**config.mk**
```make
export PLATFORM = sky130hd
export DESIGN_NAME = tsw_setup_word_zero
export DESIGN_NICKNAME = d
export VERILOG_FILES = /design/src/hw/tsw_pkg.sv /design/src/hw/tsw_setup_word_zero.sv
export SDC_FILE = /design/constraint.sdc
export NUM_CORES = 1
export LEC_CHECK = 0
export BUFFER_PORTS_ARGS = -buffer_cell sky130_fd_sc_hd__buf_2
export CORE_MARGIN = 4
export CORE_UTILIZATION = 56
export DETAILED_ROUTE_END_ITERATION = 10
export GPL_TIMING_DRIVEN = 1
export PLACE_DENSITY = 0.86
export SLEW_MARGIN = 10
export SYNTH_ARGS = -nofsm -noshare
export SYNTH_HDL_FRONTEND = slang
export SYNTH_SLANG_ARGS = --single-unit
```
**constraint.sdc**
```tcl
create_clock -name clk_sys_i -period 3.4 [get_ports clk_sys_i]
set_input_delay 0.68 -clock clk_sys_i [delete_from_list [all_inputs] [get_ports clk_sys_i]]
set_output_delay 0.68 -clock clk_sys_i [all_outputs]
set_load 0.02 [all_outputs]
```
**src/hw/tsw_pkg.sv**
```systemverilog
/*
 * constants for the setup word zero decoder: bus map, field layout,
 * reset value, status layout and timing figures.
 * assumes a 50 MHz system clock and 32-bit AXI4-Lite data.
 */
package tsw_pkg;

    // ************************************************************
    // bus map
    // ************************************************************
    localparam logic [31:0] SETUP_ADDR  = 32'h0000_0000;
    localparam logic [31:0] STATUS_ADDR = 32'h0000_0004;
    localparam logic [31:0] SETUP_RESET = 32'h0100_2000;
    localparam logic [1:0]  RESP_OKAY   = 2'h0;
    localparam logic [1:0]  RESP_SLVERR = 2'h2;

    // ************************************************************
    // field layout of the setup word
    // ************************************************************
    localparam int FIRE_CNT_LSB  = 28;
    localparam int FIRE_DIV_LSB  = 24;
    localparam int CALRES_LSB    = 22;
    localparam int CLKDIV_LSB    = 20;
    localparam int OSC_START_LSB = 18;
    localparam int PORT_BIT      = 17;
    localparam int TEMP_CYC_BIT  = 16;
    localparam int DUMMY_BIT     = 15;
    localparam int ECLK_BIT      = 14;
    localparam int CAL_BIT       = 13;
    localparam int NO_AUTO_BIT   = 12;
    localparam int RANGE_BIT     = 11;
    localparam int STOP_B_BIT    = 10;
    localparam int STOP_A_BIT    = 9;
    localparam int START_BIT     = 8;
    localparam int TAG_LSB       = 0;

    // ************************************************************
    // status layout
    // ************************************************************
    localparam int ST_PENDING  = 0;
    localparam int ST_DIV_BAD  = 1;
    localparam int ST_CAL_BAD  = 2;
    localparam int ST_OSC_ON   = 3;
    localparam int ST_FIRE_LSB = 8;

    // ************************************************************
    // timing
    // ************************************************************
    localparam int CLK_PERIOD_NS    = 20;
    localparam int SETTLE_A_NS      = 480_000;
    localparam int SETTLE_B_NS      = 1_460_000;
    localparam int SETTLE_C_NS      = 2_440_000;
    localparam int SETTLE_D_NS      = 5_140_000;
    localparam int SETTLE_A_CYC     = (SETTLE_A_NS + CLK_PERIOD_NS - 1) / CLK_PERIOD_NS;
    localparam int SETTLE_B_CYC     = (SETTLE_B_NS + CLK_PERIOD_NS - 1) / CLK_PERIOD_NS;
    localparam int SETTLE_C_CYC     = (SETTLE_C_NS + CLK_PERIOD_NS - 1) / CLK_PERIOD_NS;
    localparam int SETTLE_D_CYC     = (SETTLE_D_NS + CLK_PERIOD_NS - 1) / CLK_PERIOD_NS;
    localparam int TEMP_CLK_MHZ     = 4;
    localparam int TEMP_SHORT_US    = 128;
    localparam int TEMP_LONG_US     = 512;
    localparam logic [11:0] TEMP_SHORT_TICKS = 12'(TEMP_SHORT_US * TEMP_CLK_MHZ);
    localparam logic [11:0] TEMP_LONG_TICKS  = 12'(TEMP_LONG_US * TEMP_CLK_MHZ);
    localparam logic [7:0]  ECLK_FAST_PERIOD = 8'h80;
    localparam logic [2:0]  TEMP_PORTS_FEW   = 3'h2;
    localparam logic [2:0]  TEMP_PORTS_MANY  = 3'h4;
    localparam logic [2:0]  DUMMY_FEW        = 3'h2;
    localparam logic [2:0]  DUMMY_MANY       = 3'h7;

endpackage

```
**src/hw/tsw_setup_word_zero.sv**
```systemverilog
/*
 * setup word zero of the two-channel converter: AXI4-Lite register,
 * shadow load at measurement start and decoding into control settings.
 * assumes the measurement sequencer pulses meas_start_i for one cycle
 * and the upper fire-count and oscillator bits come from another word.
 */
`timescale 1ns/100ps
`default_nettype none

// Behaviour
// - fire count drives pulses; zero disables generator
// - fire clock divided by field plus one
// - calibration periods 2,4,8,16 per code
// - fast clock divided by 1,2,4,4
// - oscillator off, on, or settle wait
// - start mode top bit from other word
// - temperature ports two or four
// - temperature cycle 128 or 512 us
// - two or seven dummy temperature measurements
// - cycle clock 32k or 128 fast periods
// - ALU calibration enable, off only range 1; off in range two is still passed on, only flagged in status
// - automatic calibration unless disable bit set
// - range two select picks measurement range
// - polarity bits invert start and stops
// - free tag bits stored, read back only
module tsw_setup_word_zero #(
    parameter int SETTLE_A = tsw_pkg::SETTLE_A_CYC,
    parameter int SETTLE_B = tsw_pkg::SETTLE_B_CYC,
    parameter int SETTLE_C = tsw_pkg::SETTLE_C_CYC,
    parameter int SETTLE_D = tsw_pkg::SETTLE_D_CYC
) (
    input  wire logic        clk_sys_i,
    input  wire logic        resetn_i,
    input  wire logic        s_axi_awvalid_i,
    output logic             s_axi_awready_o,
    input  wire logic [31:0] s_axi_awaddr_i,
    input  wire logic        s_axi_wvalid_i,
    output logic             s_axi_wready_o,
    input  wire logic [31:0] s_axi_wdata_i,
    input  wire logic [3:0]  s_axi_wstrb_i,
    output logic             s_axi_bvalid_o,
    input  wire logic        s_axi_bready_i,
    output logic [1:0]       s_axi_bresp_o,
    input  wire logic        s_axi_arvalid_i,
    output logic             s_axi_arready_o,
    input  wire logic [31:0] s_axi_araddr_i,
    output logic             s_axi_rvalid_o,
    input  wire logic        s_axi_rready_i,
    output logic [31:0]      s_axi_rdata_o,
    output logic [1:0]       s_axi_rresp_o,
    input  wire logic        meas_start_i,
    input  wire logic [2:0]  fire_count_high_i,
    input  wire logic        osc_start_high_i,
    output logic [6:0]       fire_pulse_count_o,
    output logic             fire_gen_enable_o,
    output logic [4:0]       fire_clock_divisor_o,
    output logic [4:0]       resonator_cal_periods_o,
    output logic [2:0]       fast_clock_predivider_o,
    output logic [2:0]       oscillator_start_mode_o,
    output logic             osc_enable_o,
    output logic [18:0]      osc_settle_cycles_o,
    output logic [2:0]       temp_port_count_o,
    output logic [11:0]      temp_cycle_ticks_o,
    output logic [2:0]       temp_dummy_count_o,
    output logic             temp_cycle_clock_select_o,
    output logic [7:0]       temp_cycle_fast_periods_o,
    output logic             alu_cal_enable_o,
    output logic             auto_cal_enable_o,
    output logic             range_two_select_o,
    output logic             stop_a_invert_o,
    output logic             stop_b_invert_o,
    output logic             start_input_invert_o
);

    // ************************************************************
    // decode helpers
    // ************************************************************
    function automatic logic [2:0] fast_div(input logic [1:0] code);
        unique case (code)
            2'h0:    fast_div = 3'h1;
            2'h1:    fast_div = 3'h2;
            default: fast_div = 3'h4;
        endcase
    endfunction

    function automatic logic [18:0] settle_cycles(input logic [2:0] mode);
        unique case (mode)
            3'h0, 3'h1: settle_cycles = 19'h0;
            3'h2:       settle_cycles = 19'(SETTLE_A);
            3'h3:       settle_cycles = 19'(SETTLE_B);
            3'h4:       settle_cycles = 19'(SETTLE_C);
            default:    settle_cycles = 19'(SETTLE_D);
        endcase
    endfunction

    function automatic logic reg_hit(input logic [31:0] addr, input logic [31:0] base);
        reg_hit = (addr[31:2] == base[31:2]);
    endfunction

    // ************************************************************
    // register storage
    // ************************************************************
    logic [31:0] setup_word;
    logic        pending;
    logic        aw_held;
    logic        w_held;
    logic [31:0] aw_addr;
    logic [31:0] w_data;
    logic [3:0]  w_strb;
    logic        do_write;
    logic        setup_write;
    logic [31:0] status_word;
    logic [31:0] next_rdata;
    logic [2:0]  next_mode;

    assign s_axi_awready_o = !aw_held && !s_axi_bvalid_o;
    assign s_axi_wready_o  = !w_held && !s_axi_bvalid_o;
    assign s_axi_arready_o = !s_axi_rvalid_o;
    assign do_write        = aw_held && w_held && !s_axi_bvalid_o;
    assign setup_write     = do_write && reg_hit(aw_addr, tsw_pkg::SETUP_ADDR);

    always_ff @(posedge clk_sys_i or negedge resetn_i) begin
        if (!resetn_i) begin
            aw_held <= 1'b0;
            aw_addr <= 32'h0;
        end else if (s_axi_awvalid_i && s_axi_awready_o) begin
            aw_held <= 1'b1;
            aw_addr <= s_axi_awaddr_i;
        end else if (do_write) begin
            aw_held <= 1'b0;
        end
    end

    always_ff @(posedge clk_sys_i or negedge resetn_i) begin
        if (!resetn_i) begin
            w_held <= 1'b0;
            w_data <= 32'h0;
            w_strb <= 4'h0;
        end else if (s_axi_wvalid_i && s_axi_wready_o) begin
            w_held <= 1'b1;
            w_data <= s_axi_wdata_i;
            w_strb <= s_axi_wstrb_i;
        end else if (do_write) begin
            w_held <= 1'b0;
        end
    end

    always_ff @(posedge clk_sys_i or negedge resetn_i) begin
        if (!resetn_i) begin
            s_axi_bvalid_o <= 1'b0;
            s_axi_bresp_o  <= tsw_pkg::RESP_OKAY;
        end else if (do_write) begin
            s_axi_bvalid_o <= 1'b1;
            s_axi_bresp_o  <= setup_write ? tsw_pkg::RESP_OKAY : tsw_pkg::RESP_SLVERR;
        end else if (s_axi_bready_i) begin
            s_axi_bvalid_o <= 1'b0;
        end
    end

    // byte-lane write; free tag bits are just stored
    always_ff @(posedge clk_sys_i or negedge resetn_i) begin
        if (!resetn_i) begin
            setup_word <= tsw_pkg::SETUP_RESET;
        end else if (setup_write) begin
            for (int b = 0; b < 4; b++) begin
                if (w_strb[b]) begin
                    setup_word[8*b +: 8] <= w_data[8*b +: 8];
                end
            end
        end
    end

    // a write in the same cycle as a start keeps pending set
    always_ff @(posedge clk_sys_i or negedge resetn_i) begin
        if (!resetn_i) begin
            pending <= 1'b0;
        end else if (setup_write) begin
            pending <= 1'b1;
        end else if (meas_start_i) begin
            pending <= 1'b0;
        end
    end

    // ************************************************************
    // read channel
    // ************************************************************
    always_comb begin
        status_word                                 = 32'h0;
        status_word[tsw_pkg::ST_PENDING]            = pending;
        status_word[tsw_pkg::ST_DIV_BAD]            = (fire_clock_divisor_o == 5'h1);
        status_word[tsw_pkg::ST_CAL_BAD]            = !alu_cal_enable_o && range_two_select_o;
        status_word[tsw_pkg::ST_OSC_ON]             = osc_enable_o;
        status_word[tsw_pkg::ST_FIRE_LSB +: 7]      = fire_pulse_count_o;
        if (reg_hit(s_axi_araddr_i, tsw_pkg::SETUP_ADDR)) begin
            next_rdata = setup_word;
        end else if (reg_hit(s_axi_araddr_i, tsw_pkg::STATUS_ADDR)) begin
            next_rdata = status_word;
        end else begin
            next_rdata = 32'h0;
        end
    end

    always_ff @(posedge clk_sys_i or negedge resetn_i) begin
        if (!resetn_i) begin
            s_axi_rvalid_o <= 1'b0;
            s_axi_rdata_o  <= 32'h0;
            s_axi_rresp_o  <= tsw_pkg::RESP_OKAY;
        end else if (s_axi_arvalid_i && s_axi_arready_o) begin
            s_axi_rvalid_o <= 1'b1;
            s_axi_rdata_o  <= next_rdata;
            if (reg_hit(s_axi_araddr_i, tsw_pkg::SETUP_ADDR)
                || reg_hit(s_axi_araddr_i, tsw_pkg::STATUS_ADDR)) begin
                s_axi_rresp_o <= tsw_pkg::RESP_OKAY;
            end else begin
                s_axi_rresp_o <= tsw_pkg::RESP_SLVERR;
            end
        end else if (s_axi_rready_i) begin
            s_axi_rvalid_o <= 1'b0;
        end
    end

    // ************************************************************
    // decoded settings, loaded at measurement start
    // ************************************************************
    assign next_mode = {osc_start_high_i, setup_word[tsw_pkg::OSC_START_LSB +: 2]};

    always_ff @(posedge clk_sys_i or negedge resetn_i) begin
        if (!resetn_i) begin
            fire_pulse_count_o        <= 7'h0;
            fire_gen_enable_o         <= 1'b0;
            fire_clock_divisor_o      <= 5'h2;
            resonator_cal_periods_o   <= 5'h2;
            fast_clock_predivider_o   <= 3'h1;
            oscillator_start_mode_o   <= 3'h0;
            osc_enable_o              <= 1'b0;
            osc_settle_cycles_o       <= 19'h0;
            temp_port_count_o         <= tsw_pkg::TEMP_PORTS_FEW;
            temp_cycle_ticks_o        <= tsw_pkg::TEMP_SHORT_TICKS;
            temp_dummy_count_o        <= tsw_pkg::DUMMY_FEW;
            temp_cycle_clock_select_o <= 1'b0;
            temp_cycle_fast_periods_o <= 8'h0;
            alu_cal_enable_o          <= 1'b1;
            auto_cal_enable_o         <= 1'b1;
            range_two_select_o        <= 1'b0;
            stop_a_invert_o           <= 1'b0;
            stop_b_invert_o           <= 1'b0;
            start_input_invert_o      <= 1'b0;
        end else if (meas_start_i) begin
            fire_pulse_count_o <= {fire_count_high_i, setup_word[tsw_pkg::FIRE_CNT_LSB +: 4]};
            fire_gen_enable_o  <= ({fire_count_high_i,
                                   setup_word[tsw_pkg::FIRE_CNT_LSB +: 4]} != 7'h0);
            fire_clock_divisor_o <= {1'b0, setup_word[tsw_pkg::FIRE_DIV_LSB +: 4]} + 5'h1;
            resonator_cal_periods_o <= 5'h2 << setup_word[tsw_pkg::CALRES_LSB +: 2];
            fast_clock_predivider_o <= fast_div(setup_word[tsw_pkg::CLKDIV_LSB +: 2]);
            oscillator_start_mode_o <= next_mode;
            osc_enable_o            <= (next_mode != 3'h0);
            osc_settle_cycles_o     <= settle_cycles(next_mode);
            temp_port_count_o  <= setup_word[tsw_pkg::PORT_BIT] ?
                                  tsw_pkg::TEMP_PORTS_MANY : tsw_pkg::TEMP_PORTS_FEW;
            temp_cycle_ticks_o <= setup_word[tsw_pkg::TEMP_CYC_BIT] ?
                                  tsw_pkg::TEMP_LONG_TICKS : tsw_pkg::TEMP_SHORT_TICKS;
            temp_dummy_count_o <= setup_word[tsw_pkg::DUMMY_BIT] ?
                                  tsw_pkg::DUMMY_MANY : tsw_pkg::DUMMY_FEW;
            temp_cycle_clock_select_o <= setup_word[tsw_pkg::ECLK_BIT];
            temp_cycle_fast_periods_o <= setup_word[tsw_pkg::ECLK_BIT] ?
                                         tsw_pkg::ECLK_FAST_PERIOD : 8'h0;
            alu_cal_enable_o     <= setup_word[tsw_pkg::CAL_BIT];
            auto_cal_enable_o    <= !setup_word[tsw_pkg::NO_AUTO_BIT];
            range_two_select_o   <= setup_word[tsw_pkg::RANGE_BIT];
            stop_b_invert_o      <= setup_word[tsw_pkg::STOP_B_BIT];
            stop_a_invert_o      <= setup_word[tsw_pkg::STOP_A_BIT];
            start_input_invert_o <= setup_word[tsw_pkg::START_BIT];
        end
    end

    // ************************************************************
    // checks
    // ************************************************************
    a_fire_count_load: assert property (@(posedge clk_sys_i) disable iff (!resetn_i)
        meas_start_i |=> fire_pulse_count_o == {$past(fire_count_high_i),
        $past(setup_word[31:28])} && fire_gen_enable_o == (fire_pulse_count_o != 7'h0))
        else $error("fire count not loaded at start");
    a_fire_gen_off: assert property (@(posedge clk_sys_i) disable iff (!resetn_i)
        meas_start_i && fire_count_high_i == 3'h0 && setup_word[31:28] == 4'h0
        |=> !fire_gen_enable_o)
        else $error("fire generator not off");
    a_fire_div_plus: assert property (@(posedge clk_sys_i) disable iff (!resetn_i)
        meas_start_i |=> fire_clock_divisor_o == {1'b0, $past(setup_word[27:24])} + 5'h1)
        else $error("fire divisor wrong");
    a_calres_periods: assert property (@(posedge clk_sys_i) disable iff (!resetn_i)
        meas_start_i && setup_word[23:22] == 2'h3 |=> resonator_cal_periods_o == 5'h10)
        else $error("calibration periods wrong");
    a_fast_div_code: assert property (@(posedge clk_sys_i) disable iff (!resetn_i)
        meas_start_i && setup_word[21] |=> fast_clock_predivider_o == 3'h4)
        else $error("fast predivider wrong");
    a_osc_settle_max: assert property (@(posedge clk_sys_i) disable iff (!resetn_i)
        meas_start_i && osc_start_high_i && setup_word[18] |=>
        osc_settle_cycles_o == 19'(SETTLE_D) && osc_enable_o)
        else $error("settle wait wrong");
    a_osc_off_mode: assert property (@(posedge clk_sys_i) disable iff (!resetn_i)
        meas_start_i && !osc_start_high_i && setup_word[19:18] == 2'h0
        |=> !osc_enable_o && osc_settle_cycles_o == 19'h0)
        else $error("oscillator not off");
    a_temp_setup: assert property (@(posedge clk_sys_i) disable iff (!resetn_i)
        meas_start_i && setup_word[17] && setup_word[15] |=>
        temp_port_count_o == 3'h4 && temp_dummy_count_o == 3'h7)
        else $error("temperature setup wrong");
    a_ticks_long: assert property (@(posedge clk_sys_i) disable iff (!resetn_i)
        meas_start_i && setup_word[16] |=> temp_cycle_ticks_o == 12'h800)
        else $error("long temperature cycle wrong");
    a_dummy_few: assert property (@(posedge clk_sys_i) disable iff (!resetn_i)
        meas_start_i && !setup_word[15] |=> temp_dummy_count_o == 3'h2)
        else $error("dummy count wrong");
    a_eclk_period: assert property (@(posedge clk_sys_i) disable iff (!resetn_i)
        meas_start_i && setup_word[14] |=> temp_cycle_clock_select_o && temp_cycle_fast_periods_o == 8'h80)
        else $error("cycle clock period wrong");
    a_range_cal: assert property (@(posedge clk_sys_i) disable iff (!resetn_i)
        meas_start_i |=> alu_cal_enable_o == $past(setup_word[13])
        && range_two_select_o == $past(setup_word[11]))
        else $error("calibration or range wrong");
    a_stop_invert: assert property (@(posedge clk_sys_i) disable iff (!resetn_i)
        meas_start_i |=> stop_a_invert_o == $past(setup_word[9])
        && stop_b_invert_o == $past(setup_word[10]))
        else $error("stop polarity wrong");
    a_settings_hold: assert property (@(posedge clk_sys_i) disable iff (!resetn_i)
        !meas_start_i |=> $stable(alu_cal_enable_o) && $stable(stop_a_invert_o)
        && $stable(temp_cycle_ticks_o) && $stable(range_two_select_o))
        else $error("setting moved without start");
    a_pending_flag: assert property (@(posedge clk_sys_i) disable iff (!resetn_i)
        setup_write |=> pending)
        else $error("pending flag lost");
    a_pending_clear: assert property (@(posedge clk_sys_i) disable iff (!resetn_i)
        meas_start_i && !setup_write |=> !pending)
        else $error("pending flag not cleared");
    a_write_answer: assert property (@(posedge clk_sys_i) disable iff (!resetn_i)
        do_write |=> s_axi_bvalid_o && s_axi_bresp_o == (($past(setup_write)) ?
        tsw_pkg::RESP_OKAY : tsw_pkg::RESP_SLVERR))
        else $error("write answer wrong");
    a_auto_cal: assert property (@(posedge clk_sys_i) disable iff (!resetn_i)
        meas_start_i |=> auto_cal_enable_o != $past(setup_word[12])
        && start_input_invert_o == $past(setup_word[8]))
        else $error("auto calibration or polarity wrong");

endmodule

`default_nettype wire

```
==> flow_summary.ini <==
[clock_tree]
insertion_delay_ns = 0.42
clk_path_buf_depth = 2
htree_levels = 4
cts_buffers = 17
post_cts_resized = 0
cts-root-buf = clkbuf_16
cts_tree = done
postCtsHoldBufs = 0
cts_sinks = 183
clk_transition_reported_paths_ns = 0.07
post_cts_buffers = 0

[floorplan]
io-pin-count = 230
dieArea_sq_um = 15600
core_area_sq_um = 13300
initial_core_util = 0.576
row_count = 42
dieHeight_microns = 125
die_w_microns = 125

[yosys]
synthDistinctLibCells = 35
synth_ff_type = dfrtp_1
synth.top_cell.area_share = 0.569
async_flop_share = 1.00
ys_seq_elements = 183
synth_top_area_cell = dfrtp_1
synth_area_sq_um = 7660
synthMuxAreaShare = 0.202
yosys.area_share.simple = 0.0820
ys_seq_area_frac = 0.600
synth_compound_area_frac = 0.0539
synth_xor_area_frac = 0.00229
yosys-top-cells-area = dfrtp_1, mux2_2, buf_4
synth-edff-count = 0
synth_cells = 587
synth_fa_ha_area_frac = 0.00163
ys_warn_count = 0
synth.avg_cell_area_sq_um = 13.0
synth_top_family_by_area = multiplexers

[placed_design]
hpwlAfterDp_microns = 12400
post-place-ws_ns = 1.16
port_buffers = 199
gp_congestion = 0.926

[routing]
routedWlPerCell_microns = 18.3
drtIter0Drc = 286
drt-vias-per-instance = 5.37
wl_microns = 17600
drtAntennaViolNets = 0
drc = 0
detail_route.first_pass.iterations = 5
vias = 5165

[cells_and_area]
fin_nets = 885
drive_gt1_frac = 0.482
n_fill_cell = 933
n_antenna_cell = 0
area_delta_synth_final_pct = 21.8

[setup_path]
end_kind = flip-flop
crit_chain = or4_1 > nor3_4 > nand4_4 > mux2_4
r2r_slack_ns = 1.17
crit_slowest_cell = or4_1
worstPathArrival_ns = 2.53
critical_path_class = reg2reg
critPathBufInv = 0
worst_r2r_path_depth = 4
worstPathRequired_ns = 3.71
path_max_fanout = 8
cp.depth = 4
crit_family = simple AND/OR/NAND/NOR gates
crit_path_start_kind = flip-flop
cpPeakStageDelay_ns = 0.59

[power]
powerDensity_nw_per_um2 = 645
vdd.ir_drop.worst_mv = 0.578
p_leak_nw = 4.66

[worst_hold_path]
hp-class = in2async

[global_routing]
first_global_vias = 5505
grt_max_degree = 84
overflow = 0
grt.total_usage = 0.233
grt_pass1_wl_microns = 28900
antenna_found_initial = 1

[sta]
rsz0062_at_grt = no
min_period_ns = 2.23
worstMarginPinSlew_ns = 0.971
final.setup.worst_slack_ns = 1.17
setup_viol = 0
hold_viol = 0
slew-limit-headroom = 0.353
finClkSkew_ns = 0.00773
max_freq_mhz = 449
timing.setup.tns_ns = 0
finalCritPeriodShare = 0.655
slew_violations = 0

[job]
maxCapViolCount = 0

[status]
outcome = finished clean
[cells by family after synthesis]
logic type / count (synthesis)
xor gates and xnor gates: 2
DFF: 183
other: 2
muxes: 136
adders and majority gates: 1
buffers and inverters: 84
and+or+nand+nor: 115
AOI/OAI and AO/OA: 64
[path summary, 6_finish.rpt]
check | end | from
worst max-delay path | setup_word[12] | aw_addr[20]
worst min-delay path | resonator_cal_periods_o[2] | resetn_i
worst max register to register | setup_word[12] | aw_addr[20]
worst min register to register | s_axi_rdata_o[15] | s_axi_rdata_o[15]
max in group asynchronous | temp_cycle_ticks_o[9] | resetn_i
min in group clk_sys_i | s_axi_bvalid_o | s_axi_bready_i
[report_power, final]
group	total, mW	leakage [nW]	switching (mW)	internal [mW]
clock network	2.09	0.300	0.836	1.26
logic	1.03	2.04	0.479	0.549
registers	2.89	2.32	0.270	2.62
total	6.01	4.66	1.59	4.43
[cell usage in the layout, fill, tap and decap left out, types with 11 or more instances in the layout]
cell type / synthesis / layout
a21oi_1: 12 / 12
mux2i_1: 15 / 15
o31ai_1: 32 / 32
nor2_1: 15 / 15
nand2_1: 57 / 57
nor4_1: 11 / 11
mux2_2: 112 / 112
o21ai_0: 13 / 13
clkbuf_16: 0 / 17
conb_1: 2 / 26
inv_1: 19 / 19
buf_2: 1 / 198
dfrtp_1: 174 / 174
[Yosys cell counts (9+ instances only)]
master	count
mux2_4	9
mux2_2	112
inv_1	19
clkbuf_1	27
a21oi_1	12
dfrtp_1	174
dfstp_2	9
o31ai_1	32
nor4_1	11
mux2i_1	15
nor2_1	15
buf_4	33
nand2_1	57
o21ai_0	13
[metal layers]
metal	GRT usage	up-vias	part of all wire
met5	0	-	0.00074
met4	0.0727	2	0.015
met3	0.0785	23	0.082
met2	0.395	198	0.51
met1	0.283	2584	0.39
li1	-	2358	-
[flip-flops by register name (all words and copies together) (netlist names), 2 cells and up]
register and cells:
s_axi_rdata_o 32, setup_word 32, w_data 32, aw_addr 30, osc_settle_cycles_o 10, fire_pulse_count_o 7, fire_clock_divisor_o 5, resonator_cal_periods_o 4
w_strb 4, fast_clock_predivider_o 3, oscillator_start_mode_o 3, temp_cycle_ticks_o 2, temp_port_count_o 2
[through the flow]
stage          instance area (sq um)  hold slack (ns)  cells  power, mW   util
2_1_floorplan                   7750            0.384    611       3.63      -
3_3_place_gp                    8690            0.452    929       3.86  0.653
3_5_place_dp                    8690            0.461    929       3.96  0.653
4_1_cts                         9320            0.329    961       6.06  0.701
5_1_grt                         9320            0.365    961       6.30  0.701
6_report                        9320            0.299    961       6.01  0.701
[layout make-up]
type | instances | area [sq um] | area share
multi-input combinational | 344 | 2720 | 0.292
inverter | 19 | 71.3 | 0.00765
tap | 176 | 220 | 0.0236
clock buffer | 18 | 439 | 0.0471
sequential | 183 | 4590 | 0.492
timing repair buffer | 207 | 1090 | 0.117
clock inverter | 14 | 195 | 0.0209
Note: power is estimated with default switching activity, not from simulation.
